**src/pkg/brightness_defs.svh**
```systemverilog
/*
 * Constants of the serial-only brightness mapper: register offsets,
 * field positions, reset values and scaling figures.
 * Assumes it is included by bare name wherever these values are needed.
 */
// Overview of operation
// - Serial-only current control runs only when enable bit 0 is one, simple-enable bit 7 is zero and PWM-enable bit 5 is zero.
// - With PWM-enable cleared the duty cycle at the PWM pin takes no part in the LED current setpoint.
// - In serial-only mode the setpoint is the full-scale current from bits [4:2] times the brightness fraction, with no duty factor.
// - Configuration bit 1 picks the mapping, zero for the exponential table and one for the linear law.
// - A full-scale field of 101 gives a full-scale LED current of 22.5 mA.
// - In exponential mapping code 0x72 gives 48.438 percent of full scale, and every code follows the exponential table.
// - In linear mapping code 0x72 gives 89.76 percent of full scale.
// - After reset the mapping-select bit reads zero, so exponential mapping holds until software changes it.
`ifndef BRIGHTNESS_DEFS_SVH
`define BRIGHTNESS_DEFS_SVH

// ----------------------------------------------------------------
// Register map
// ----------------------------------------------------------------
`define GEN_CFG_ADDR     8'h10
`define BRIGHT_ADDR      8'hA0
`define GEN_CFG_RST      8'h00
`define BRIGHT_RST       7'h00
`define DEV_ADDR_DEF     7'h38

// ----------------------------------------------------------------
// General configuration fields
// ----------------------------------------------------------------
`define CFG_EN_BIT       0
`define CFG_MAP_BIT      1
`define CFG_FS_LSB       2
`define CFG_FS_MSB       4
`define CFG_PWM_EN_BIT   5
`define CFG_POL_BIT      6
`define CFG_SIMPLE_BIT   7

// ----------------------------------------------------------------
// Scaling: full scale in 0.1 mA, fraction in 0.001 percent
// ----------------------------------------------------------------
`define FS_BASE_TENTH_MA 9'h032
`define FS_STEP_TENTH_MA 9'h023
`define FRAC_FULL        17'h186A0
`define LIN_DIV          24'h00007F
`define UA_DIV           26'h00003E8
`define SETPOINT_W       16

`endif

```
**src/pkg/brightness_pkg.sv**
```systemverilog
/*
 * Types of the serial-only brightness mapper: bus states and the
 * packed state record of the top module.
 * Assumes brightness_defs.svh is on the include path.
 */
`include "brightness_defs.svh"

package brightness_pkg;

   // ----------------------------------------------------------------
   // Serial bus slave states, one-hot
   // ----------------------------------------------------------------
   typedef enum logic [4:0] {
      ST_IDLE = 5'h01,
      ST_RX   = 5'h02,
      ST_ACK  = 5'h04,
      ST_TX   = 5'h08,
      ST_MACK = 5'h10
   } bus_state_e;

   // Meaning of the byte being received
   typedef enum logic [1:0] {
      KIND_ADDR = 2'h0,
      KIND_PTR  = 2'h1,
      KIND_DATA = 2'h2
   } byte_kind_e;

   // ----------------------------------------------------------------
   // Whole state of the top module
   // ----------------------------------------------------------------
   typedef struct packed {
      logic                    scl_m;
      logic                    scl_s;
      logic                    scl_p;
      logic                    sda_m;
      logic                    sda_s;
      logic                    sda_p;
      bus_state_e              st;
      byte_kind_e              kind;
      logic [3:0]              bit_cnt;
      logic [7:0]              shreg;
      logic [7:0]              ptr;
      logic                    is_read;
      logic                    sda_out;
      logic                    sda_oe;
      logic [7:0]              gen_cfg;
      logic [6:0]              bright;
      logic [`SETPOINT_W-1:0]  setpoint;
      logic                    active;
   } mapper_state_s;

endpackage : brightness_pkg

```
**src/verilog/brightness_table.sv**
```systemverilog
/*
 * Brightness code to fraction of full scale, in 0.001 percent units.
 * Purely combinational; assumes the caller registers the result.
 */
`include "brightness_defs.svh"

module brightness_table (
   // Code and mapping choice
   input  wire logic [6:0]  code,
   input  wire logic        linear,
   // Fraction of full scale
   output logic      [16:0] frac
);

   // ----------------------------------------------------------------
   // Exponential table, measured figures kept as printed
   // ----------------------------------------------------------------
   localparam logic [16:0] EXP_TAB [128] = '{
      17'd0,     17'd80,    17'd86,    17'd94,    17'd102,   17'd109,   17'd117,   17'd125,
      17'd133,   17'd141,   17'd148,   17'd156,   17'd164,   17'd172,   17'd180,   17'd188,
      17'd203,   17'd211,   17'd227,   17'd242,   17'd250,   17'd266,   17'd281,   17'd297,
      17'd320,   17'd336,   17'd352,   17'd375,   17'd398,   17'd422,   17'd445,   17'd469,
      17'd500,   17'd523,   17'd555,   17'd586,   17'd617,   17'd656,   17'd695,   17'd734,
      17'd773,   17'd820,   17'd867,   17'd914,   17'd969,   17'd1031,  17'd1078,  17'd1148,
      17'd1219,  17'd1281,  17'd1359,  17'd1430,  17'd1523,  17'd1594,  17'd1688,  17'd1781,
      17'd1898,  17'd2016,  17'd2109,  17'd2250,  17'd2367,  17'd2508,  17'd2648,  17'd2789,
      17'd2953,  17'd3125,  17'd3336,  17'd3500,  17'd3719,  17'd3906,  17'd4141,  17'd4375,
      17'd4648,  17'd4922,  17'd5195,  17'd5469,  17'd5781,  17'd6125,  17'd6484,  17'd6875,
      17'd7266,  17'd7656,  17'd8047,  17'd8594,  17'd9063,  17'd9609,  17'd10078, 17'd10781,
      17'd11250, 17'd11953, 17'd12656, 17'd13359, 17'd14219, 17'd15000, 17'd15859, 17'd16875,
      17'd17813, 17'd18750, 17'd19922, 17'd20859, 17'd22266, 17'd23438, 17'd24844, 17'd26250,
      17'd27656, 17'd29297, 17'd31172, 17'd32813, 17'd34453, 17'd35547, 17'd38828, 17'd41016,
      17'd43203, 17'd45938, 17'd48438, 17'd51406, 17'd54141, 17'd57031, 17'd60703, 17'd63984,
      17'd67813, 17'd71875, 17'd75781, 17'd79688, 17'd84375, 17'd89844, 17'd94531, 17'd100000
   };

   // ----------------------------------------------------------------
   // Linear law: code over 127 of full scale
   // ----------------------------------------------------------------
   logic [23:0] lin_prod;
   logic [23:0] lin_frac;

   assign lin_prod = 24'({17'h00000, code}) * 24'(`FRAC_FULL);
   assign lin_frac = lin_prod / `LIN_DIV;

   // Code zero gives zero in both, since both laws start at zero
   assign frac = linear ? lin_frac[16:0] : EXP_TAB[code];

endmodule : brightness_table

```
**src/verilog/serial_only_brightness_mapper.sv**
```systemverilog
/*
 * Serial-only brightness mapper: a two-wire register slave holding the
 * general configuration and the brightness code, and the setpoint
 * arithmetic for the LED current regulator.
 * Assumes scl and sda come from pins with external pull-ups, and that
 * the regulator reads the setpoint as microamps.
 */
`include "brightness_defs.svh"

module serial_only_brightness_mapper #(
   parameter logic [6:0] DEV_ADDR = `DEV_ADDR_DEF   // Arbitrary default
) (
   // Clock and reset
   input  wire logic                   clk_sys,
   input  wire logic                   rst,
   // Two-wire bus pins
   input  wire logic                   scl_in,
   input  wire logic                   sda_in,
   output logic                        sda_out,
   output logic                        sda_oe,
   // Regulator side
   output logic [`SETPOINT_W-1:0]      led_current_setpoint,
   output logic                        serial_only_active
);

   // ----------------------------------------------------------------
   // Parameter checks
   // ----------------------------------------------------------------
   // Reserved address groups would collide with general call and friends
   if (DEV_ADDR[6:3] == 4'h0 || DEV_ADDR[6:3] == 4'hF) begin : g_bad_addr
      $error("DEV_ADDR falls in a reserved address group");
   end

   // ----------------------------------------------------------------
   // State
   // ----------------------------------------------------------------
   localparam brightness_pkg::mapper_state_s RESET_STATE = '{
      scl_m    : 1'b1,
      scl_s    : 1'b1,
      scl_p    : 1'b1,
      sda_m    : 1'b1,
      sda_s    : 1'b1,
      sda_p    : 1'b1,
      st       : brightness_pkg::ST_IDLE,
      kind     : brightness_pkg::KIND_ADDR,
      bit_cnt  : 4'h0,
      shreg    : 8'h00,
      ptr      : 8'h00,
      is_read  : 1'b0,
      sda_out  : 1'b0,
      sda_oe   : 1'b0,
      gen_cfg  : `GEN_CFG_RST,
      bright   : `BRIGHT_RST,
      setpoint : '0,
      active   : 1'b0
   };

   brightness_pkg::mapper_state_s q;
   brightness_pkg::mapper_state_s d;

   // ----------------------------------------------------------------
   // Register read decode
   // ----------------------------------------------------------------
   // Unmapped offsets read as zero; brightness bit 7 always reads zero
   function automatic logic [7:0] reg_read(input logic [7:0] addr,
                                           input logic [7:0] cfg,
                                           input logic [6:0] bright);
      logic [7:0] val;
      val = 8'h00;
      case (addr)
         `GEN_CFG_ADDR: val = cfg;
         `BRIGHT_ADDR:  val = {1'b0, bright};
         default:       val = 8'h00;
      endcase
      return val;
   endfunction : reg_read

   // ----------------------------------------------------------------
   // Bus events from the synchronised pins
   // ----------------------------------------------------------------
   logic scl_rise;
   logic scl_fall;
   logic bus_start;
   logic bus_stop;

   assign scl_rise  = q.scl_s & ~q.scl_p;
   assign scl_fall  = ~q.scl_s & q.scl_p;
   assign bus_start = q.scl_s & q.scl_p & q.sda_p & ~q.sda_s;
   assign bus_stop  = q.scl_s & q.scl_p & ~q.sda_p & q.sda_s;

   // ----------------------------------------------------------------
   // Setpoint arithmetic
   // ----------------------------------------------------------------
   logic [16:0] frac;
   logic [8:0]  fs_tenth_ma;
   logic [25:0] sp_prod;
   logic [25:0] sp_ua;
   logic        mode_ok;

   brightness_table u_table (
      .code   (q.bright),
      .linear (q.gen_cfg[`CFG_MAP_BIT]),
      .frac   (frac)
   );

   // Full scale grows in equal steps with the three-bit field
   assign fs_tenth_ma = `FS_BASE_TENTH_MA
                      + 9'(`FS_STEP_TENTH_MA * q.gen_cfg[`CFG_FS_MSB:`CFG_FS_LSB]);

   // Only full scale and fraction; the PWM pin is not even wired in
   assign sp_prod = 26'(fs_tenth_ma) * 26'(frac);
   assign sp_ua   = sp_prod / `UA_DIV;

   assign mode_ok = q.gen_cfg[`CFG_EN_BIT]
                  & ~q.gen_cfg[`CFG_SIMPLE_BIT]
                  & ~q.gen_cfg[`CFG_PWM_EN_BIT];

   // ----------------------------------------------------------------
   // Next state
   // ----------------------------------------------------------------
   always_comb begin
      d = q;
      // Two flops per pin, a third copy for edge detection
      d.scl_m = scl_in;
      d.scl_s = q.scl_m;
      d.scl_p = q.scl_s;
      d.sda_m = sda_in;
      d.sda_s = q.sda_m;
      d.sda_p = q.sda_s;
      d.sda_out = 1'b0;

      if (bus_start) begin
         // A repeated start also lands here and restarts addressing
         d.st      = brightness_pkg::ST_RX;
         d.kind    = brightness_pkg::KIND_ADDR;
         d.bit_cnt = 4'h0;
         d.sda_oe  = 1'b0;
      end else if (bus_stop) begin
         d.st     = brightness_pkg::ST_IDLE;
         d.sda_oe = 1'b0;
      end else begin
         case (q.st)
            brightness_pkg::ST_IDLE: begin
               d.sda_oe = 1'b0;
            end
            brightness_pkg::ST_RX: begin
               if (scl_rise && q.bit_cnt != 4'h8) begin
                  d.shreg   = {q.shreg[6:0], q.sda_s};
                  d.bit_cnt = q.bit_cnt + 4'h1;
               end else if (scl_fall && q.bit_cnt == 4'h8) begin
                  d.st     = brightness_pkg::ST_ACK;
                  d.sda_oe = 1'b1;
                  case (q.kind)
                     brightness_pkg::KIND_ADDR: begin
                        d.is_read = q.shreg[0];
                        if (q.shreg[7:1] != DEV_ADDR) begin
                           // Not ours: release the bus and wait for a start
                           d.st     = brightness_pkg::ST_IDLE;
                           d.sda_oe = 1'b0;
                        end
                     end
                     brightness_pkg::KIND_PTR: begin
                        d.ptr = q.shreg;
                     end
                     default: begin
                        // Writes to unmapped offsets are dropped
                        if (q.ptr == `GEN_CFG_ADDR) begin
                           d.gen_cfg = q.shreg;
                        end
                        if (q.ptr == `BRIGHT_ADDR) begin
                           d.bright = q.shreg[6:0];
                        end
                        d.ptr = q.ptr + 8'h01;
                     end
                  endcase
               end
            end
            brightness_pkg::ST_ACK: begin
               if (scl_fall) begin
                  d.bit_cnt = 4'h0;
                  if (q.kind == brightness_pkg::KIND_ADDR && q.is_read) begin
                     d.shreg  = reg_read(q.ptr, q.gen_cfg, q.bright);
                     d.sda_oe = ~d.shreg[7];
                     d.ptr    = q.ptr + 8'h01;
                     d.st     = brightness_pkg::ST_TX;
                  end else begin
                     d.sda_oe = 1'b0;
                     d.st     = brightness_pkg::ST_RX;
                     d.kind   = (q.kind == brightness_pkg::KIND_ADDR)
                              ? brightness_pkg::KIND_PTR : brightness_pkg::KIND_DATA;
                  end
               end
            end
            brightness_pkg::ST_TX: begin
               if (scl_fall) begin
                  d.bit_cnt = q.bit_cnt + 4'h1;
                  if (q.bit_cnt == 4'h7) begin
                     d.sda_oe = 1'b0;
                     d.st     = brightness_pkg::ST_MACK;
                  end else begin
                     d.shreg  = {q.shreg[6:0], 1'b0};
                     d.sda_oe = ~q.shreg[6];
                  end
               end
            end
            brightness_pkg::ST_MACK: begin
               // A not-acknowledge ends the read burst
               if (scl_rise && q.sda_s) begin
                  d.st = brightness_pkg::ST_IDLE;
               end else if (scl_fall) begin
                  d.bit_cnt = 4'h0;
                  d.shreg   = reg_read(q.ptr, q.gen_cfg, q.bright);
                  d.sda_oe  = ~d.shreg[7];
                  d.ptr     = q.ptr + 8'h01;
                  d.st      = brightness_pkg::ST_TX;
               end
            end
            default: begin
               d.st     = brightness_pkg::ST_IDLE;
               d.sda_oe = 1'b0;
            end
         endcase
      end

      // Other control modes are outside this block, so they read zero
      d.active   = mode_ok;
      d.setpoint = mode_ok ? sp_ua[`SETPOINT_W-1:0] : '0;
   end

   // ----------------------------------------------------------------
   // State register
   // ----------------------------------------------------------------
   // Mapping bit resets to zero so exponential mapping starts in force
   always_ff @(posedge clk_sys or posedge rst) begin
      if (rst) begin
         q <= RESET_STATE;
      end else begin
         q <= d;
      end
   end

   // ----------------------------------------------------------------
   // Outputs, all straight from the state register
   // ----------------------------------------------------------------
   assign sda_out              = q.sda_out;
   assign sda_oe               = q.sda_oe;
   assign led_current_setpoint = q.setpoint;
   assign serial_only_active   = q.active;

endmodule : serial_only_brightness_mapper

```
**config.mk**
```make
export PLATFORM = sky130hd
export DESIGN_NAME = serial_only_brightness_mapper
export DESIGN_NICKNAME = d
export VERILOG_FILES = /design/src/pkg/brightness_pkg.sv /design/src/verilog/brightness_table.sv /design/src/verilog/serial_only_brightness_mapper.sv
export VERILOG_INCLUDE_DIRS = /design/src /design/src/pkg
export SDC_FILE = /design/constraint.sdc
export NUM_CORES = 1
export LEC_CHECK = 0
export ABC_AREA = 0
export ABC_CLOCK_PERIOD_IN_PS = 52600
export BUFFER_PORTS_ARGS = -buffer_cell sky130_fd_sc_hd__buf_2
export CORE_ASPECT_RATIO = 1.1
export CORE_UTILIZATION = 58
export DETAILED_ROUTE_END_ITERATION = 7
export PLACE_DENSITY_LB_ADDON = 0.2
export SLEW_MARGIN = 5
export SYNTH_ARGS = -nofsm -noshare
export SYNTH_HDL_FRONTEND = slang
export SYNTH_HIERARCHICAL = 1
export SYNTH_SLANG_ARGS = --single-unit
```
**constraint.sdc**
```tcl
create_clock -name clk_sys -period 52.6 [get_ports clk_sys]
set_input_delay 5.26 -clock clk_sys [delete_from_list [all_inputs] [get_ports clk_sys]]
set_output_delay 5.26 -clock clk_sys [all_outputs]
set_load 0.02 [all_outputs]
```
==> impl_metrics.tcl <==
set metrics [dict create \
    run_status "completed" \
    end_kind "flip-flop" \
    fin_skew_ns 0.01607 \
    muxShareOfSynthArea_pct 2.621 \
    crit_buf_inv 3 \
    place.detailed.hpwl_mm 48.71 \
    synthAdderAreaFrac_pct 18.45 \
    utilization_pct 60.27 \
    grt_max_degree 77 \
    die_y_um 203.4 \
    synth_xor_xnor_area_share_pct 4.130 \
    design.core.area_sq_um 36260 \
    final_antenna_net_count 0 \
    drt_wl_total_mm 64.49 \
    slowest_stage "a22oi_1" \
    syn_to_final_growth_pct 2.194 \
    drt_first_pass_iters 6 \
    synth_area_sq_um 21390 \
    synthArstFlopShare_pct 100.0 \
    yosys_warnings 6 \
    synth_cells 2884 \
    cts_resized 0 \
    cts_buffer_depth 2 \
    ys_seq_area_share_pct 7.880 \
    syn-num-nets 3133 \
    synth-seq-cells 67 \
    clock_sinks 67 \
    synth_compound_area_share_pct 35.28 \
    wire_per_inst_um 19.73 \
    cts-htree-levels 3 \
    regToRegSetupSlack_ns 20.31 \
    synth_cell_types 144 \
    relSlewSlack_pct 4.655 \
    cp.required_ns 52.91 \
    numCtsBuffers 9 \
    fin_crit_sh_pct 61.38 \
    hold_buffers 0 \
    final-setup-viol-count 0 \
    fmax_mhz 30.97 \
    synthSimpleGateAreaFrac_pct 24.81 \
    setup_tns_ns 0 \
    ir_drop_v 0.00001792 \
    critPathMaxStageDelay_ns 0.85 \
    rsz0062_at_grt "false" \
    vias 22400 \
    worstSkewPairLatency_ns 0.38 \
    critPathTopFamily "compound AO/OA/AOI/OAI gates" \
    yosys_most_used_dff "dfrtp_1" \
    cts_root_buffer "clkbuf_16" \
    diodes 0 \
    drc 0 \
    final_max_slew_viol_count 0 \
    drive_gt1_share_pct 9.022 \
    worstPathMaxFanout 70 \
    period_minus_slack_ns 32.29 \
    post_cts_buffers 0 \
    port_buffers 21 \
    synth_top_family_by_area "compound AO/OA/AOI/OAI gates" \
    grt_usage_pct 33.96 \
    min_path_type "reg -> reg" \
    gp_congestion 0.9575 \
    grt_pass1_vias 21082 \
    drt-vias-per-instance 6.852 \
    worstPathArrival_ns 32.59 \
    grt-ovfl-total 0 \
    ios 23 \
    num_rows 73 \
    maxCapViolations 0 \
    start_util_pct 58.98 \
    finalHoldViolations 0 \
    die_x_um 185.1 \
    p_per_area_nw_per_um2 6.420 \
    start_kind "flip-flop" \
    most-common-layout-cells "nand2_1, nor2_1, o21ai_0" \
    cts_tree "built" \
    grt_pass1_wl_mm 105.3 \
    worst_pin_slew_ns 1.415 \
    synth_edf_count 0 \
    dr.first_iter.drc_count 1930 \
    avgSynthCellArea_sq_um 7.416 \
    crit_top_cell "ha_1" \
    dieArea_sq_um 37650 \
    final_nets 3026 \
    antenna_found_initial 0 \
    clkTransAtPathRegs_ns 0.08 \
    crit_type "reg -> reg" \
    final_common_cell "nand2_1" \
    p_leak_nw 9.141 \
]
layer usage:
| metal | GRT usage (%) | wire length [um] |
|---|---|---|
| met5 | 0 | 0 |
| met3 | 3.732 | 4088 |
| met1 | 42.61 | 26770 |
| met2 | 58.87 | 31340 |
| met4 | 13.96 | 2294 |
stage by stage:
step / total power (W) / std cells / worst slack (ns) / hold slack [ns] / cell area, sq um
2_1_floorplan: 0.00006754 / 2884 / 26.78 / 0.3452 / 21390
3_3_place_gp: 0.00007128 / 3253 / 21.59 / 0.3458 / 21550
3_5_place_dp: 0.00007197 / 3253 / 21.20 / 0.3468 / 21550
4_1_cts: 0.0001415 / 3269 / 21.07 / 0.3569 / 21860
5_1_grt: 0.0001448 / 3269 / 17.95 / 0.3596 / 21860
6_report: 0.0001403 / 3269 / 20.31 / 0.3565 / 21860
worst paths after layout:
check                                        from                                 end  cells past startpoint
worst min register to register    d[63]$_DFF_PP1_                     d[62]$_DFF_PP1_                      0
worst max register to register  q[19]$_DFFE_PP0P_   led_current_setpoint[0]$_DFF_PP0_                     91
min in group asynchronous                     rst  led_current_setpoint[15]$_DFF_PP0_                      2
worst max-delay path            q[19]$_DFFE_PP0P_   led_current_setpoint[0]$_DFF_PP0_                     91
worst min-delay path              d[63]$_DFF_PP1_                     d[62]$_DFF_PP1_                      0
max in group asynchronous                     rst                   q[20]$_DFFE_PP0P_                      3
state kept, by name, summed over array words and instances, names as in the netlist:
signal	cells
q	45
sda_oe	1
d	4
serial_only_active	1
led_current_setpoint	16
worst register-to-register path, delay by kind of cell (launching register included):
| kind | cells | cell delay [ns] |
|---|---|---|
| AND/OR/NAND/NOR | 22 | 5.87 |
| AO/OA/AOI/OAI | 47 | 17.23 |
| adder cells (fa/ha/maj) | 12 | 4.59 |
| buffers and inverters | 3 | 0.91 |
| XOR/XNOR | 1 | 0.43 |
| multiplexers | 6 | 2.41 |
| flip-flops | 1 | 0.79 |
cell usage after synthesis, types with 14 or more instances:
library cell / n / share of area, %
a22oi_1: 17 / 0.60
mux2_2: 15 / 0.79
a211o_1: 17 / 0.70
buf_4: 21 / 0.74
or2_2: 16 / 0.47
mux2i_1: 24 / 1.1
xnor2_1: 56 / 2.3
nand4_1: 30 / 0.88
o2111ai_1: 15 / 0.61
dfrtp_1: 60 / 7.0
clkbuf_1: 106 / 1.9
o21ai_0: 199 / 4.7
nor4_1: 15 / 0.44
nor2b_1: 26 / 0.76
fa_1: 113 / 11
nand3_1: 91 / 2.1
o31a_1: 14 / 0.57
nand2b_1: 25 / 0.73
o22ai_1: 22 / 0.64
and2_1: 91 / 2.7
and3_1: 26 / 0.76
xor2_1: 30 / 1.2
o21ai_1: 27 / 0.63
a21o_1: 31 / 1.1
buf_2: 26 / 0.61
nor2_1: 216 / 3.8
a211oi_1: 47 / 1.6
a31oi_1: 54 / 1.6
a221o_1: 14 / 0.66
o211ai_1: 54 / 1.9
or3_1: 18 / 0.53
o21a_1: 28 / 0.98
o211a_1: 15 / 0.70
nand2_1: 325 / 5.7
o31ai_1: 25 / 0.88
ha_1: 132 / 7.7
inv_1: 182 / 3.2
a21oi_1: 196 / 4.6
a311oi_1: 14 / 0.57
nor3_1: 78 / 1.8
cell type report:
type	instances	area, sq um
tap	487	609.3
multi-input combinational	2467	18240
clock inverter	7	81.33
clock buffer	9	225.2
fill	3403	14410
sequential	67	1689
timing repair buffer	50	322.8
inverter	182	684.4
report_power, final:
group	internal (W)	total (W)	switching, W
logic	0.00000453	0.0000127	0.00000816
clock network	0.0000376	0.0000691	0.0000315
registers	0.0000547	0.0000585	0.00000373
cell families (layout without fill, tap and decap cells):
kind of cell / after synthesis / in the layout
AO/OA/AOI/OAI: 1024 / 1024
XOR/XNOR: 94 / 94
adder cells (fa/ha/maj): 248 / 248
buffers and inverters: 350 / 248
flip-flops: 67 / 67
multiplexers: 48 / 48
other: 1 / 1
AND/OR/NAND/NOR: 1052 / 1052
Note: power is estimated with default switching activity, not from simulation.
